### src/spwm_regs.vh
// Constants for the staged PWM output block.
// Assumes inclusion by the staged PWM design files and by its bench.
`ifndef SPWM_REGS_VH
`define SPWM_REGS_VH
`define SPWM_STAGES 8
`define SPWM_SEL_W 3
`define SPWM_STAGE_W 4
`define SPWM_MS_W 16
`define SPWM_WIDTH_MAX 16'h8000
`define SPWM_PERIOD_MIN 16'h0001
`define SPWM_PERIOD_MAX 16'h8000
`define SPWM_WIDTH_RST 16'h0000
`define SPWM_PERIOD_RST 16'h03E8
`define SPWM_MS_NS 1000000
`define SPWM_CLK_NS 20
`define SPWM_MS_CYCLES (`SPWM_MS_NS / `SPWM_CLK_NS)
`endif

### src/spwm_tick.v
// Millisecond tick generator for the staged PWM output.
// Assumes a free-running mclk at the documented rate.
`timescale 1ns/1ps
`include "spwm_regs.vh"
module spwm_tick #(
   parameter CYCLES = `SPWM_MS_CYCLES
) (
   input wire mclk,
   input wire rst,
   output reg tick_q
);
   reg [31:0] cnt_q;
   always @(posedge mclk or posedge rst) begin
      if (rst) begin
         cnt_q <= 32'h0;
         tick_q <= 1'b0;
      end else if (cnt_q >= CYCLES - 1) begin
         cnt_q <= 32'h0;
         tick_q <= 1'b1;
      end else begin
         cnt_q <= cnt_q + 32'h1;
         tick_q <= 1'b0;
      end
   end
endmodule // spwm_tick

### src/spwm_top.v
// Staged PWM generator driving the first regular output terminal.
// Assumes select, enable and configuration inputs are synchronous to mclk.
`timescale 1ns/1ps
`include "spwm_regs.vh"
// Notes on behaviour
// - One PWM output on first regular output.
// - Eight configurable stages, one selectable for editing.
// - Each stage stores width and period milliseconds.
// - Report active stage, zero when disabled.
// - Select inputs come from any controller relay.
// - Active stage is one plus select value.
// - Disabled: output off, stage zero, selects ignored.
module spwm_top #(
   parameter MS_CYCLES = `SPWM_MS_CYCLES
) (
   input wire mclk,
   input wire rst,
   input wire enable_relay,
   input wire enable_invert,
   input wire [2:0] select_relay,
   input wire [2:0] select_invert,
   input wire [2:0] edit_stage,
   input wire cfg_write,
   input wire [15:0] cfg_width,
   input wire [15:0] cfg_period,
   output reg [15:0] edit_width,
   output reg [15:0] edit_period,
   output reg [3:0] active_stage,
   output reg first_regular_output,
   output wire pwm_result_terminal
);
   localparam STAGES = `SPWM_STAGES;
   localparam SEL_W = `SPWM_SEL_W;
   localparam STAGE_W = `SPWM_STAGE_W;
   localparam MS_W = `SPWM_MS_W;
   localparam [15:0] WIDTH_MIN = 16'h0000;

   // Stage tables, one pulse width and one period for each stage.
   reg [MS_W-1:0] width_mem [0:STAGES-1];
   reg [MS_W-1:0] period_mem [0:STAGES-1];

   // Millisecond count within the period, and the stage it belongs to.
   reg [MS_W-1:0] ms_q;
   reg [MS_W-1:0] ms_d;
   reg [STAGE_W-1:0] stage_q;
   reg [STAGE_W-1:0] stage_d;
   reg out_d;

   // Clipped settings for the table write.
   reg [MS_W-1:0] width_in;
   reg [MS_W-1:0] period_in;

   wire tick;
   wire en;
   wire [SEL_W-1:0] sel;
   wire [STAGE_W-1:0] sel_stage;
   wire [MS_W-1:0] cur_w;
   wire [MS_W-1:0] cur_p;
   wire [MS_W-1:0] edit_width_d;
   wire [MS_W-1:0] edit_period_d;
   wire stage_moved;
   wire period_end;
   wire full_on;
   integer i;

   // Applies the normal or the inverted form of a relay source.
   function relay_level;
      input state;
      input invert;
      begin
         relay_level = state ^ invert;
      end
   endfunction

   // Turns a three-bit select value into a stage number from one to eight.
   function [3:0] stage_of;
      input [2:0] s;
      begin
         stage_of = {1'b0, s} + 4'h1;
      end
   endfunction

   // Limits a setting to the range from lo to hi.
   function [15:0] clip;
      input [15:0] v;
      input [15:0] lo;
      input [15:0] hi;
      begin
         clip = (v < lo) ? lo : ((v > hi) ? hi : v);
      end
   endfunction

   // Tells whether the next millisecond step reaches the end of the period.
   function last_ms;
      input [15:0] count;
      input [15:0] period;
      begin
         last_ms = (({1'b0, count} + 17'h00001) >= {1'b0, period});
      end
   endfunction

   spwm_tick #(
      .CYCLES(MS_CYCLES)
   ) spwm_tick_i (
      .mclk(mclk),
      .rst(rst),
      .tick_q(tick)
   );

   // Each source is a relay state, optionally complemented.
   assign en = relay_level(enable_relay, enable_invert);
   assign sel[2] = relay_level(select_relay[2], select_invert[2]);
   assign sel[1] = relay_level(select_relay[1], select_invert[1]);
   assign sel[0] = relay_level(select_relay[0], select_invert[0]);
   assign sel_stage = stage_of(sel);

   // Settings of the stage now selected.
   assign cur_w = width_mem[sel];
   assign cur_p = period_mem[sel];
   assign stage_moved = (stage_q != sel_stage);
   assign period_end = last_ms(ms_q, cur_p);
   assign full_on = (cur_w >= cur_p);

   // Settings of the stage being edited.
   assign edit_width_d = width_mem[edit_stage];
   assign edit_period_d = period_mem[edit_stage];

   // The result terminal is the first regular output itself.
   assign pwm_result_terminal = first_regular_output;

   // Clips incoming settings to their legal ranges.
   always @* begin
      width_in = clip(cfg_width, WIDTH_MIN, `SPWM_WIDTH_MAX);
      period_in = clip(cfg_period, `SPWM_PERIOD_MIN, `SPWM_PERIOD_MAX);
   end

   // Stage table write; back-to-back writes are taken.
   always @(posedge mclk or posedge rst) begin
      if (rst) begin
         for (i = 0; i < STAGES; i = i + 1) begin
            width_mem[i] <= `SPWM_WIDTH_RST;
            period_mem[i] <= `SPWM_PERIOD_RST;
         end
      end else if (cfg_write) begin
         width_mem[edit_stage] <= width_in;
         period_mem[edit_stage] <= period_in;
      end
   end

   // Edit readback, one cycle behind the table.
   always @(posedge mclk or posedge rst) begin
      if (rst) begin
         edit_width <= 16'h0000;
         edit_period <= 16'h0000;
      end else begin
         edit_width <= edit_width_d;
         edit_period <= edit_period_d;
      end
   end

   // Next stage is zero while disabled, else one plus the select value.
   always @* begin
      if (en) begin
         stage_d = sel_stage;
      end else begin
         stage_d = 4'h0;
      end
   end

   // Stage registers; the reported stage follows the next stage.
   always @(posedge mclk or posedge rst) begin
      if (rst) begin
         stage_q <= 4'h0;
         active_stage <= 4'h0;
      end else begin
         stage_q <= stage_d;
         active_stage <= stage_d;
      end
   end

   // Next millisecond count; a new stage restarts its period.
   always @* begin
      ms_d = ms_q;
      if (!en) begin
         ms_d = 16'h0000;
      end else if (stage_moved) begin
         ms_d = 16'h0000;
      end else if (tick) begin
         if (period_end) begin
            ms_d = 16'h0000;
         end else begin
            ms_d = ms_q + 16'h0001;
         end
      end
   end

   // Next output level for the millisecond now counted.
   always @* begin
      if (!en) begin
         out_d = 1'b0;
      end else if (full_on) begin
         out_d = 1'b1;
      end else begin
         out_d = (ms_q < cur_w);
      end
   end

   // Millisecond count register.
   always @(posedge mclk or posedge rst) begin
      if (rst) begin
         ms_q <= 16'h0000;
      end else begin
         ms_q <= ms_d;
      end
   end

   // Output register; the waveform leaves through a flip-flop only.
   always @(posedge mclk or posedge rst) begin
      if (rst) begin
         first_regular_output <= 1'b0;
      end else begin
         first_regular_output <= out_d;
      end
   end
endmodule // spwm_top

### config.mk
export PLATFORM = sky130hd
export DESIGN_NAME = spwm_top
export DESIGN_NICKNAME = d
export VERILOG_FILES = /design/src/spwm_tick.v /design/src/spwm_top.v
export VERILOG_INCLUDE_DIRS = /design/src
export SDC_FILE = /design/constraint.sdc
export NUM_CORES = 1
export LEC_CHECK = 0
export BUFFER_PORTS_ARGS = -buffer_cell sky130_fd_sc_hd__buf_2
export CELL_PAD_IN_SITES_DETAIL_PLACEMENT = 2
export CELL_PAD_IN_SITES_GLOBAL_PLACEMENT = 2
export CORE_MARGIN = 5
export CORE_UTILIZATION = 35
export CTS_CLUSTER_DIAMETER = 200
export DETAILED_ROUTE_END_ITERATION = 16
export PLACE_DENSITY_LB_ADDON = 0.3
export SLEW_MARGIN = 20
export SYNTH_ARGS = -nofsm -noshare
export SYNTH_HDL_FRONTEND = slang
export SYNTH_SLANG_ARGS = --single-unit
### constraint.sdc
create_clock -name mclk -period 24 [get_ports mclk]
set_input_delay 1.2 -clock mclk [delete_from_list [all_inputs] [get_ports mclk]]
set_output_delay 1.2 -clock mclk [all_outputs]
set_load 0.01 [all_outputs]
# Word level (Yosys, flattened, before mapping)
# Index checks and enable logic that the tools add are counted.
word_totals:
  input_bits: 46
  elab_cells: 76
  out_inout_bits: 38
  latch_bits: 0
  mem_bits_ro: 0
  reg_bits: 342
  ramBits: 0
  memories: 0
classes:
  add_sub_neg: 4
  mul: 0
  order_cmp: 11
  n_eq_ne: 2
  n_div: 0
  n_mux: 29
  reduce_logical: 1
  n_shift: 0
  bitwise: 6
ops:
  columns: ["op", "n"]
  rows:
  - ["16-bit 2-to-1 mux", 17]
  - ["128-bit bitwise mux", 2]
  - ["16-bit binary-select mux with 3-bit select", 4]
  - ["16-bit demux with 3-bit select", 1]
  - ["32-bit by 1-bit adder with 32-bit output (second input constant)", 1]
  - ["32-bit by 16-bit >= comparator with 1-bit output (second input constant)", 1]
  - ["16-bit > comparator (second input constant)", 2]
  - ["16-bit by 1-bit less-than comparator with 1-bit output (second input constant)", 2]
  - ["32-bit 2-to-1 mux", 1]
  - ["16-bit by 1-bit adder with 17-bit output (second input constant)", 1]
  - ["17-bit by 16-bit >= comparator with 1-bit output", 1]
  - ["16-bit by 1-bit adder with 16-bit output (second input constant)", 1]
  - ["16-bit >= comparator", 1]
  - ["16-bit less-than comparator", 1]
  - ["4-bit >= comparator (second input constant)", 2]
  - ["3-bit inverter with 4-bit output", 2]
  - ["3-bit by 1-bit adder with 4-bit output (second input constant)", 1]
  - ["4-bit by 1-bit less-than comparator with 1-bit output (second input constant)", 1]
  - ["4-bit 2-to-1 mux", 1]
  - ["4-bit != test", 1]
  - ["1-bit bitwise XOR", 4]
  - ["1-bit 2-to-1 mux", 3]
  - ["3-bit by 1-bit != test with 1-bit output (second input constant)", 1]
  - ["1-bit logical AND", 1]

# Logic depth before layout (Yosys ltp)
# Gate-level depths: netlist of run 1.
depth:
  word_depth: 10
  depth_mapped: 14

# Cells and area by module
# A second synthesis of run 1 with hierarchy kept.
hier_totals:
  cells_unflattened: 1500
  hier_area_um2: 17524.3
by_module_without_submodules:
  columns: ["module", "seq_area_each_um2", "area_per_inst_um2", "cells_each", "n_inst"]
  rows:
  - ["spwm_top", 7792.5, 16275.6, 1392, 1]
  - ["spwm_tick", 825.8, 1248.7, 108, 1]

# Worst setup path before layout of run 1
# OpenSTA, ideal clock, no wires.
synth_path:
  path_kind: "input to register"
  from: "in select_relay[0]"
  to: "reg ms_q[0]"
  n_path_buf: 2
  t_required_ps: 23927
  stages: 13
  setup_slack_ps: 19519
  t_arrival_ps: 4408
  setup_ps: 73
  path_cell_list: "xnor2_1 -> inv_1 -> buf_2 -> buf_2 -> mux4_2 -> mux2i_1 -> ha_1 -> nand4_1 -> o22ai_1 -> or4_4 -> o311a_1 -> or3_1 -> a21oi_2"
synth_via:
  elab_chain_cells: 10
synth_rtl:
  columns: ["element", "line_no", "source"]
  rows:
  - ["start: declaration", "spwm_top.v:20", "input wire [2:0] select_relay,"]
  - ["1-bit bitwise XOR (*)", "spwm_top.v:71", "relay_level = state ^ invert;"]
  - ["3-bit inverter with 4-bit output (implied by the code)", "spwm_top.v:119", "assign cur_p = period_mem[sel];"]
  - ["16-bit binary-select mux with 3-bit select", "spwm_top.v:119", null]
  - ["16-bit 2-to-1 mux (implied by the code) (2 in series)", "spwm_top.v:119", null]
  - ["17-bit by 16-bit >= comparator with 1-bit output", "spwm_top.v:98", "last_ms = (({1'b0, count} + 17'h00001) >= {1'b0, period});"]
  - ["16-bit 2-to-1 mux", "spwm_top.v:189", "if (period_end) begin"]
  - ["16-bit 2-to-1 mux", "spwm_top.v:188", "end else if (tick) begin"]
  - ["16-bit 2-to-1 mux", "spwm_top.v:186", "end else if (stage_moved) begin"]
  - ["16-bit 2-to-1 mux", "spwm_top.v:184", "if (!en) begin"]
  - ["end signal: assignment", "spwm_top.v:213", "ms_q <= ms_d;"]
  - ["end: declaration", "spwm_top.v:43", "reg [MS_W-1:0] ms_q;"]
# Every way passes the cells marked *; elsewhere a longest branch is shown, timed or not. The select of a mux whose other input is x is not followed.
# A chain may end at the register's enable or synchronous reset.

# Final worst setup path of run 1
layout_path:
  from: "in select_invert[0]"
  to: "reg ms_q[2]"
layout_via:
  elab_chain_cells: 10
layout_rtl:
  columns: ["element", "line_no", "source"]
  rows:
  - ["start: declaration", "spwm_top.v:21", "input wire [2:0] select_invert,"]
  - ["1-bit bitwise XOR (*)", "spwm_top.v:71", null]
  - ["3-bit inverter with 4-bit output (implied by the code)", "spwm_top.v:119", null]
  - ["16-bit binary-select mux with 3-bit select", "spwm_top.v:119", null]
  - ["16-bit 2-to-1 mux (implied by the code) (2 in series)", "spwm_top.v:119", null]
  - ["17-bit by 16-bit >= comparator with 1-bit output", "spwm_top.v:98", null]
  - ["16-bit 2-to-1 mux", "spwm_top.v:189", null]
  - ["16-bit 2-to-1 mux", "spwm_top.v:188", null]
  - ["16-bit 2-to-1 mux", "spwm_top.v:186", null]
  - ["16-bit 2-to-1 mux", "spwm_top.v:184", null]
# Marked as above.

==> impl_metrics.ini, run 1 <==
[power_and_ir_drop]
power_leakage_nw = 8.58
power.density_nw_per_um2 = 85.3
switching_share = 0.288
power_frac_comb = 0.194
p_seq_frac = 0.427
peakVddDrop_mv = 0.0452
power.internal_mw = 1.21
p_switching_mw = 0.487
p_clk_frac = 0.380

[grt]
grt_pass1_vias = 14500
grt_overflow = 0
grt_max_degree = 122
antenna_found_initial = 0
grt_usage = 0.209
grt_pass1_wl_mm = 87.4

[sta]
setup_violations = 0
period_needed_ns = 5.65
post-route-period-util = 0.235
slew_headroom = 0.307
tns_ns = 0
rsz0062_at_grt = false
finalMaxSlewViolations = 0
worstMarginPinSlew_ns = 1.03
hold_viol = 0
fmax_ghz = 0.177
worst_clock_skew_ns = 0.0217

[critical_path]
start_kind = input port
endpoint_kind = flip-flop
critical_path_arrival_ns = 6.13
max_stage_delay_ns = 0.69
slowest_stage = o311ai_4
crit_type = input port to flip-flop
cp.required_ns = 24.48
critPathTopFamily = buffers and inverters
r2r-start = ms_q[0]$_DFFE_PP0P_
path_buf_inv = 4
crit_start = select_invert[0]
crit_chain = buf_2, xnor2_2, buf_4, clkinv_2, buf_4, mux4_2, mux2i_1, ha_1, a21oi_1, o22ai_1, or4_4, o311ai_4, o211ai_1, a21oi_1
crit_fanout = 28

[die]
rows = 81
die_height_um = 233
die_x_um = 233
die-area_um2 = 54100
io_pins = 84
core_area_um2 = 49000
initial_core_util = 0.354

[flow_run]
max_cap_violations = 0

[layout]
finalNonFillerCells = 2255
area_delta_synth_final_pct = 14.5
fin_util = 0.406
layout-drive-gt1-share = 0.267
fin_nets = 1659
antennaDiodeCount = 0

[place]
dp_hpwl_mm = 35.6
place.gp.congestion = 0.798
portBuffers = 83
dp_cells = 2183

[clock_tree]
cts_setup_buffers = 0
cts_tree = yes
cts_buffers = 42
clk_latency_ns = 0.57
cts_max_path_buffers = 3
cts_resized = 0
ctsHoldBuffers = 0
clockRootBuffer = clkbuf_16
cts.htree.levels = 2
clk_pin_slew_ns = 0.06
cts.sinks = 342

[synth]
mappedNetlistArea_um2 = 17300
synth_edf_count = 0
synth_cell_types = 52
synth_async_sr_flop_share = 1.00
syn_area_per_cell_um2 = 11.6
yosysWarnings = 0
syn_inst = 1499
ys_seq_elements = 342
synth-main-ff-cell = dfrtp_1
synth_sequential_area_ratio = 0.497

[route]
ant_nets = 0
drt_pass1_iterations = 4
initialDrtViolationCount = 674
wirelength_mm = 55.3
drc = 0
wire_per_inst_um = 24.5
vias = 12500
avgViaCountPerCell = 5.53

[status]
status = complete, no violations

[hold_path]
min_from = spwm_tick_i.cnt_q[0]$_DFF_PP0_
hold_path_class = flip-flop to flip-flop
[cell families after synthesis]
family,after synthesis,share of synthesized area
multiplexers,208,0.217
flip-flops,342,0.497
XOR/XNOR,29,0.0147
buffers and inverters,121,0.0281
AO/OA/AOI/OAI,311,0.0974
adder cells (fa/ha/maj),50,0.0361
AND/OR/NAND/NOR,437,0.109
other,1,0.000216
[per-layer routing]
| layer | vias to the layer above | routed length, um | part of all wire | GRT usage |
|---|---|---|---|---|
| met5 | - | 0 | 0 | 0 |
| met4 | 0 | 1630 | 0.029 | 0.0650 |
| met3 | 93 | 1580 | 0.029 | 0.0266 |
| met2 | 167 | 28200 | 0.51 | 0.368 |
| met1 | 6693 | 23900 | 0.43 | 0.269 |
| li1 | 5519 | - | - | - |
[power by group through the flow]
| stage | combinational (mW) | sequential [mW] | clock [mW] |
|---|---|---|---|
| 3_3_place_gp | 0.315 | 0.724 | 0 |
| 5_1_grt | 0.363 | 0.733 | 0.686 |
| 3_5_place_dp | 0.331 | 0.732 | 0 |
| 4_1_cts | 0.334 | 0.723 | 0.662 |
| 6_report | 0.328 | 0.723 | 0.643 |
| 2_1_floorplan | 0.224 | 0.715 | 0 |
[registers in the layout, indices dropped and copies added (netlist names)]
| name | cells |
|---|---|
| edit_width | 16 |
| ms_q | 16 |
| spwm_tick_i.tick_q | 1 |
| stage_q | 4 |
| edit_period | 16 |
| period_mem | 128 |
| spwm_tick_i.cnt_q | 32 |
| width_mem | 128 |
| first_regular_output | 1 |
[through the flow]
step | setup slack [ns] | hold WS [ns] | area [um2] | total power, mW
after floorplan | 13.40 | 0.433 | 17400 | 0.938
after global placement | 17.82 | 0.449 | 18500 | 1.04
after detailed placement | 17.68 | 0.478 | 18500 | 1.06
after CTS | 18.25 | 0.486 | 19800 | 1.72
after global routing | 17.98 | 0.507 | 19900 | 1.78
final | 18.35 | 0.476 | 19900 | 1.69
[cell usage after synthesis, types with 2 or more instances]
master     count  area [um2]
a2111oi_0      2        17.5
nor2_1        32         120
o211ai_1       5        37.5
mux4_2       128        2880
nor2b_1        9        56.3
nor3_1        10        50.1
nor4_1        13        81.3
dfstp_2       48        1260
mux2_2        62         698
nand3_1       29         145
clkbuf_1      70         263
or3_1          3        18.8
buf_1          5        18.8
nand4_1       10        62.6
inv_1         24        90.1
a21oi_1       28         140
nand2_1      286        1070
mux2i_1       18         180
xnor2_1       15         131
dfrtp_1      294        7360
nand2b_1      30         188
xor2_1        14         123
a21oi_2        2        17.5
o21ai_0      248        1240
buf_2         20         100
or2_2          5        31.3
and3_1         6        37.5
ha_1          50         626
a211oi_1       3        22.5
a21o_1         7        52.6
buf_4          2        15.0
[cells in the final DEF (no fill, tap or decap), drive strengths merged, types with 24 or more instances in the layout]
cell type | netlist | layout
dfrtp | 294 | 294
nand2 | 286 | 286
o21ai | 248 | 248
mux4 | 128 | 128
buf | 27 | 102
clkbuf | 70 | 65
mux2 | 62 | 62
ha | 50 | 50
dfstp | 48 | 48
nor2 | 32 | 32
nand2b | 30 | 30
a21oi | 30 | 30
nand3 | 29 | 29
inv | 24 | 24
[final cells by class]
type	count	area, um2
inverter	24	98.8
timing repair buffer	102	568
clock buffer	65	1260
clock inverter	7	116
sequential	342	8620
multi-input combinational	1051	8360
tap	664	831
fill	5048	29100
[final timing paths]
kind | end | slack [ns] | depth (start not counted)
hold / removal | spwm_tick_i.cnt_q[0]$_DFF_PP0_ | 0.48 | 1
max in group asynchronous | period_mem[61]$_DFFE_PP0P_ | 21.13 | 4
setup reg to reg | ms_q[2]$_DFFE_PP0P_ | 19.86 | 11
min in group asynchronous | spwm_tick_i.cnt_q[24]$_DFF_PP0_ | 0.81 | 2
hold reg to reg | spwm_tick_i.cnt_q[0]$_DFF_PP0_ | 0.48 | 1
setup / recovery | ms_q[2]$_DFFE_PP0P_ | 18.35 | 14
(Power assumes the default switching activity.)
==> inputs of run 2 (changes only) <==
ABC_AREA = 1   (was unset)
clock period = 5.3 ns   (was 24 ns; I/O delays follow)
==> impl_metrics.ini, run 2 <==
[status]
status = complete, no violations

[critical_path]
endpoint_kind = flip-flop
path_buf_inv = 3
slowest_stage = o21ai_0
crit_chain = buf_2, inv_1, nand2_1, nand2_4, buf_4, nand2_1, o211ai_1, o21ai_0, o21ai_0, ha_1, nand2_1, nor2_1, nand2_1, o211ai_1, nand2_1, nand2_1, a31oi_1, a21oi_1
crit_top_cell = nand2_1
critical_path_arrival_ns = 4.17
crit_fanout = 66
crit_type = input port to flip-flop
max_stage_delay_ns = 0.77
critPathTopFamily = compound AO/OA/AOI/OAI gates
start_kind = input port
cp.required_ns = 5.73

[grt]
grt_max_degree = 160
antenna_found_initial = 1
grt_overflow = 0
grt_pass1_wl_mm = 110
grt_pass1_vias = 18600
grt_usage = 0.245

[clock_tree]
clockRootBuffer = clkbuf_16
cts_tree = yes
cts.htree.levels = 2
cts_buffers = 43
cts.sinks = 342
clk_pin_slew_ns = 0.06
cts_max_path_buffers = 3
clk_latency_ns = 0.59

[sta]
finalMaxSlewViolations = 0
setup_violations = 0
period_needed_ns = 3.74
fmax_ghz = 0.267
hold_viol = 0
post-route-period-util = 0.706
worstMarginPinSlew_ns = 1.08
worst_clock_skew_ns = 0.0204
rsz0062_at_grt = false
slew_headroom = 0.280
tns_ns = 0

[layout]
fin_nets = 2391
final_cell_mix = nand2_1 (480), o21ai_0 (476), dfrtp_1 (294)
postLayoutCellArea_um2 = 20600
layout-drive-gt1-share = 0.118
top_regs = period_mem: 128 flops, width_mem: 128 flops, spwm_tick_i.cnt_q: 32 flops
antennaDiodeCount = 0
fin_util = 0.409
area_delta_synth_final_pct = 15.2
final_common_cell = nand2_1

[route]
drc = 0
initialDrtViolationCount = 1014
drt_pass1_iterations = 5
ant_nets = 0
wirelength_mm = 69.6
wire_per_inst_um = 23.2
vias = 16800
avgViaCountPerCell = 5.59

[synth]
syn_inst = 2243
yosysTopAreaCell = dfrtp_1
synth_sequential_area_ratio = 0.482
synth_cell_types = 46
mappedNetlistArea_um2 = 17900
synth-main-ff-cell = dfrtp_1
ys_seq_elements = 342
yosysMostFrequentCell = nand2_1
synth.area.top_cells = dfrtp_1 (41%), o21ai_0 (13%), nand2_1 (10%), dfstp_2 (7.1%), inv_1 (3.8%)
synth_top_area_share = 0.412
synth_edf_count = 0
synth_async_sr_flop_share = 1.00
yosysWarnings = 0
ys_top_cells_by_count = nand2_1 (482), o21ai_0 (476), dfrtp_1 (294)
syn_area_per_cell_um2 = 7.97

[place]
dp_hpwl_mm = 46.2
dpl_cell_area_um2 = 19000
portBuffers = 83
place.gp.congestion = 0.859

[die]
rows = 82
die_x_um = 236
die_height_um = 236
die-area_um2 = 55700
io_pins = 84
initial_core_util = 0.355
core_area_um2 = 50400

[hold_path]
hold_path_class = input port to flip-flop

[power_and_ir_drop]
peakVddDrop_mv = 0.247
power.density_nw_per_um2 = 377
power_leakage_nw = 9.16

[flow_run]
max_cap_violations = 0
run 2: cell count changes after synthesis, moves of 128 or more:
cell / before / now
nor2_1: 32 / 173
mux4_2: 128 / 0
nand2_1: 286 / 482
o21ai_0: 248 / 476
inv_1: 24 / 180
run 2: final cells by class:
| cell class | count | area (um2) |
|---|---|---|
| multi-input combinational | 1590 | 8110 |
| clock inverter | 15 | 164 |
| tap | 672 | 841 |
| clock buffer | 65 | 1320 |
| timing repair buffer | 131 | 818 |
| sequential | 342 | 8620 |
| inverter | 187 | 707 |
| fill | 5640 | 29800 |
run 2: stage by stage:
step	hold slack, ns	std cells	setup WS, ns	total power [mW]
3_5_place_dp	0.263	2918	1.06	4.69
5_1_grt	0.0615	3002	1.37	8.13
2_1_floorplan	0.386	2258	0.500	4.10
6_report	0.0661	3002	1.56	7.75
3_3_place_gp	0.252	2918	1.12	4.59
4_1_cts	0.0314	3001	1.61	7.82
run 2: metal layers:
| metal | routed length, um | share of wire | track usage |
|---|---|---|---|
| met1 | 31800 | 0.46 | 0.328 |
| met2 | 33700 | 0.48 | 0.423 |
| met3 | 2210 | 0.032 | 0.0286 |
| met4 | 1900 | 0.027 | 0.0707 |
| met5 | 0 | 0 | 0 |
run 2: worst paths after layout:
check                                          startpoint                             end  slack (ns)  depth (start not counted)
setup / recovery                          select_relay[0]  first_regular_output$_DFF_PP0_        1.56                         18
hold / removal                              cfg_width[15]       width_mem[31]$_DFFE_PP0P_        0.07                          3
setup reg to reg                      ms_q[1]$_DFFE_PP0P_             ms_q[4]$_DFFE_PP0P_        1.69                         16
hold reg to reg            spwm_tick_i.cnt_q[0]$_DFF_PP0_  spwm_tick_i.cnt_q[0]$_DFF_PP0_        0.48                          1
max in group asynchronous                             rst       period_mem[4]$_DFFE_PP0P_        3.51                          5
min in group asynchronous                             rst      period_mem[92]$_DFFE_PP0P_        0.20                          3
run 2: logic make-up (layout without fill, tap and decap cells):
logic type	after synthesis	in the layout	synth area share
xor gates and xnor gates	20	20	0.0113
AOI/OAI and AO/OA	715	715	0.221
DFF	342	342	0.482
adders and majority gates	50	50	0.0350
other	1	16	0.000210
buffers and inverters	326	398	0.0692
and+or+nand+nor	789	789	0.181
run 2: what timing repair did:
item | 4_1_cts | 5_1_grt
endpoints found under the hold margin | 11 | 0
buffers inserted | 0 | 0
gates resized for setup | 0 | 0
hold buffers | 3 | 0
setup endpoints to repair | 0 | 0
run 2: power breakdown:
group	switching [mW]	leakage, nW	internal [mW]	total [mW]
clock network	1.21	0.742	1.86	3.08
registers	0.246	4.33	2.99	3.24
logic	0.972	4.09	0.462	1.43
total	2.43	9.16	5.32	7.75
run 2: worst reg2reg max path: stages (launching register included):
cell and delay, ns:
dfrtp_1 0.47, ha_1 0.25, nand3_2 0.14, nor3_4 0.25
inv_1 0.10, nor3_1 0.14, inv_1 0.08, nor2_1 0.13
nand3_1 0.10, xor2_1 0.28, inv_1 0.09, ha_1 0.34
nand4_1 0.12, nor4_1 0.36, nand2_1 0.30, nand2_2 0.25
o21ai_0 0.10
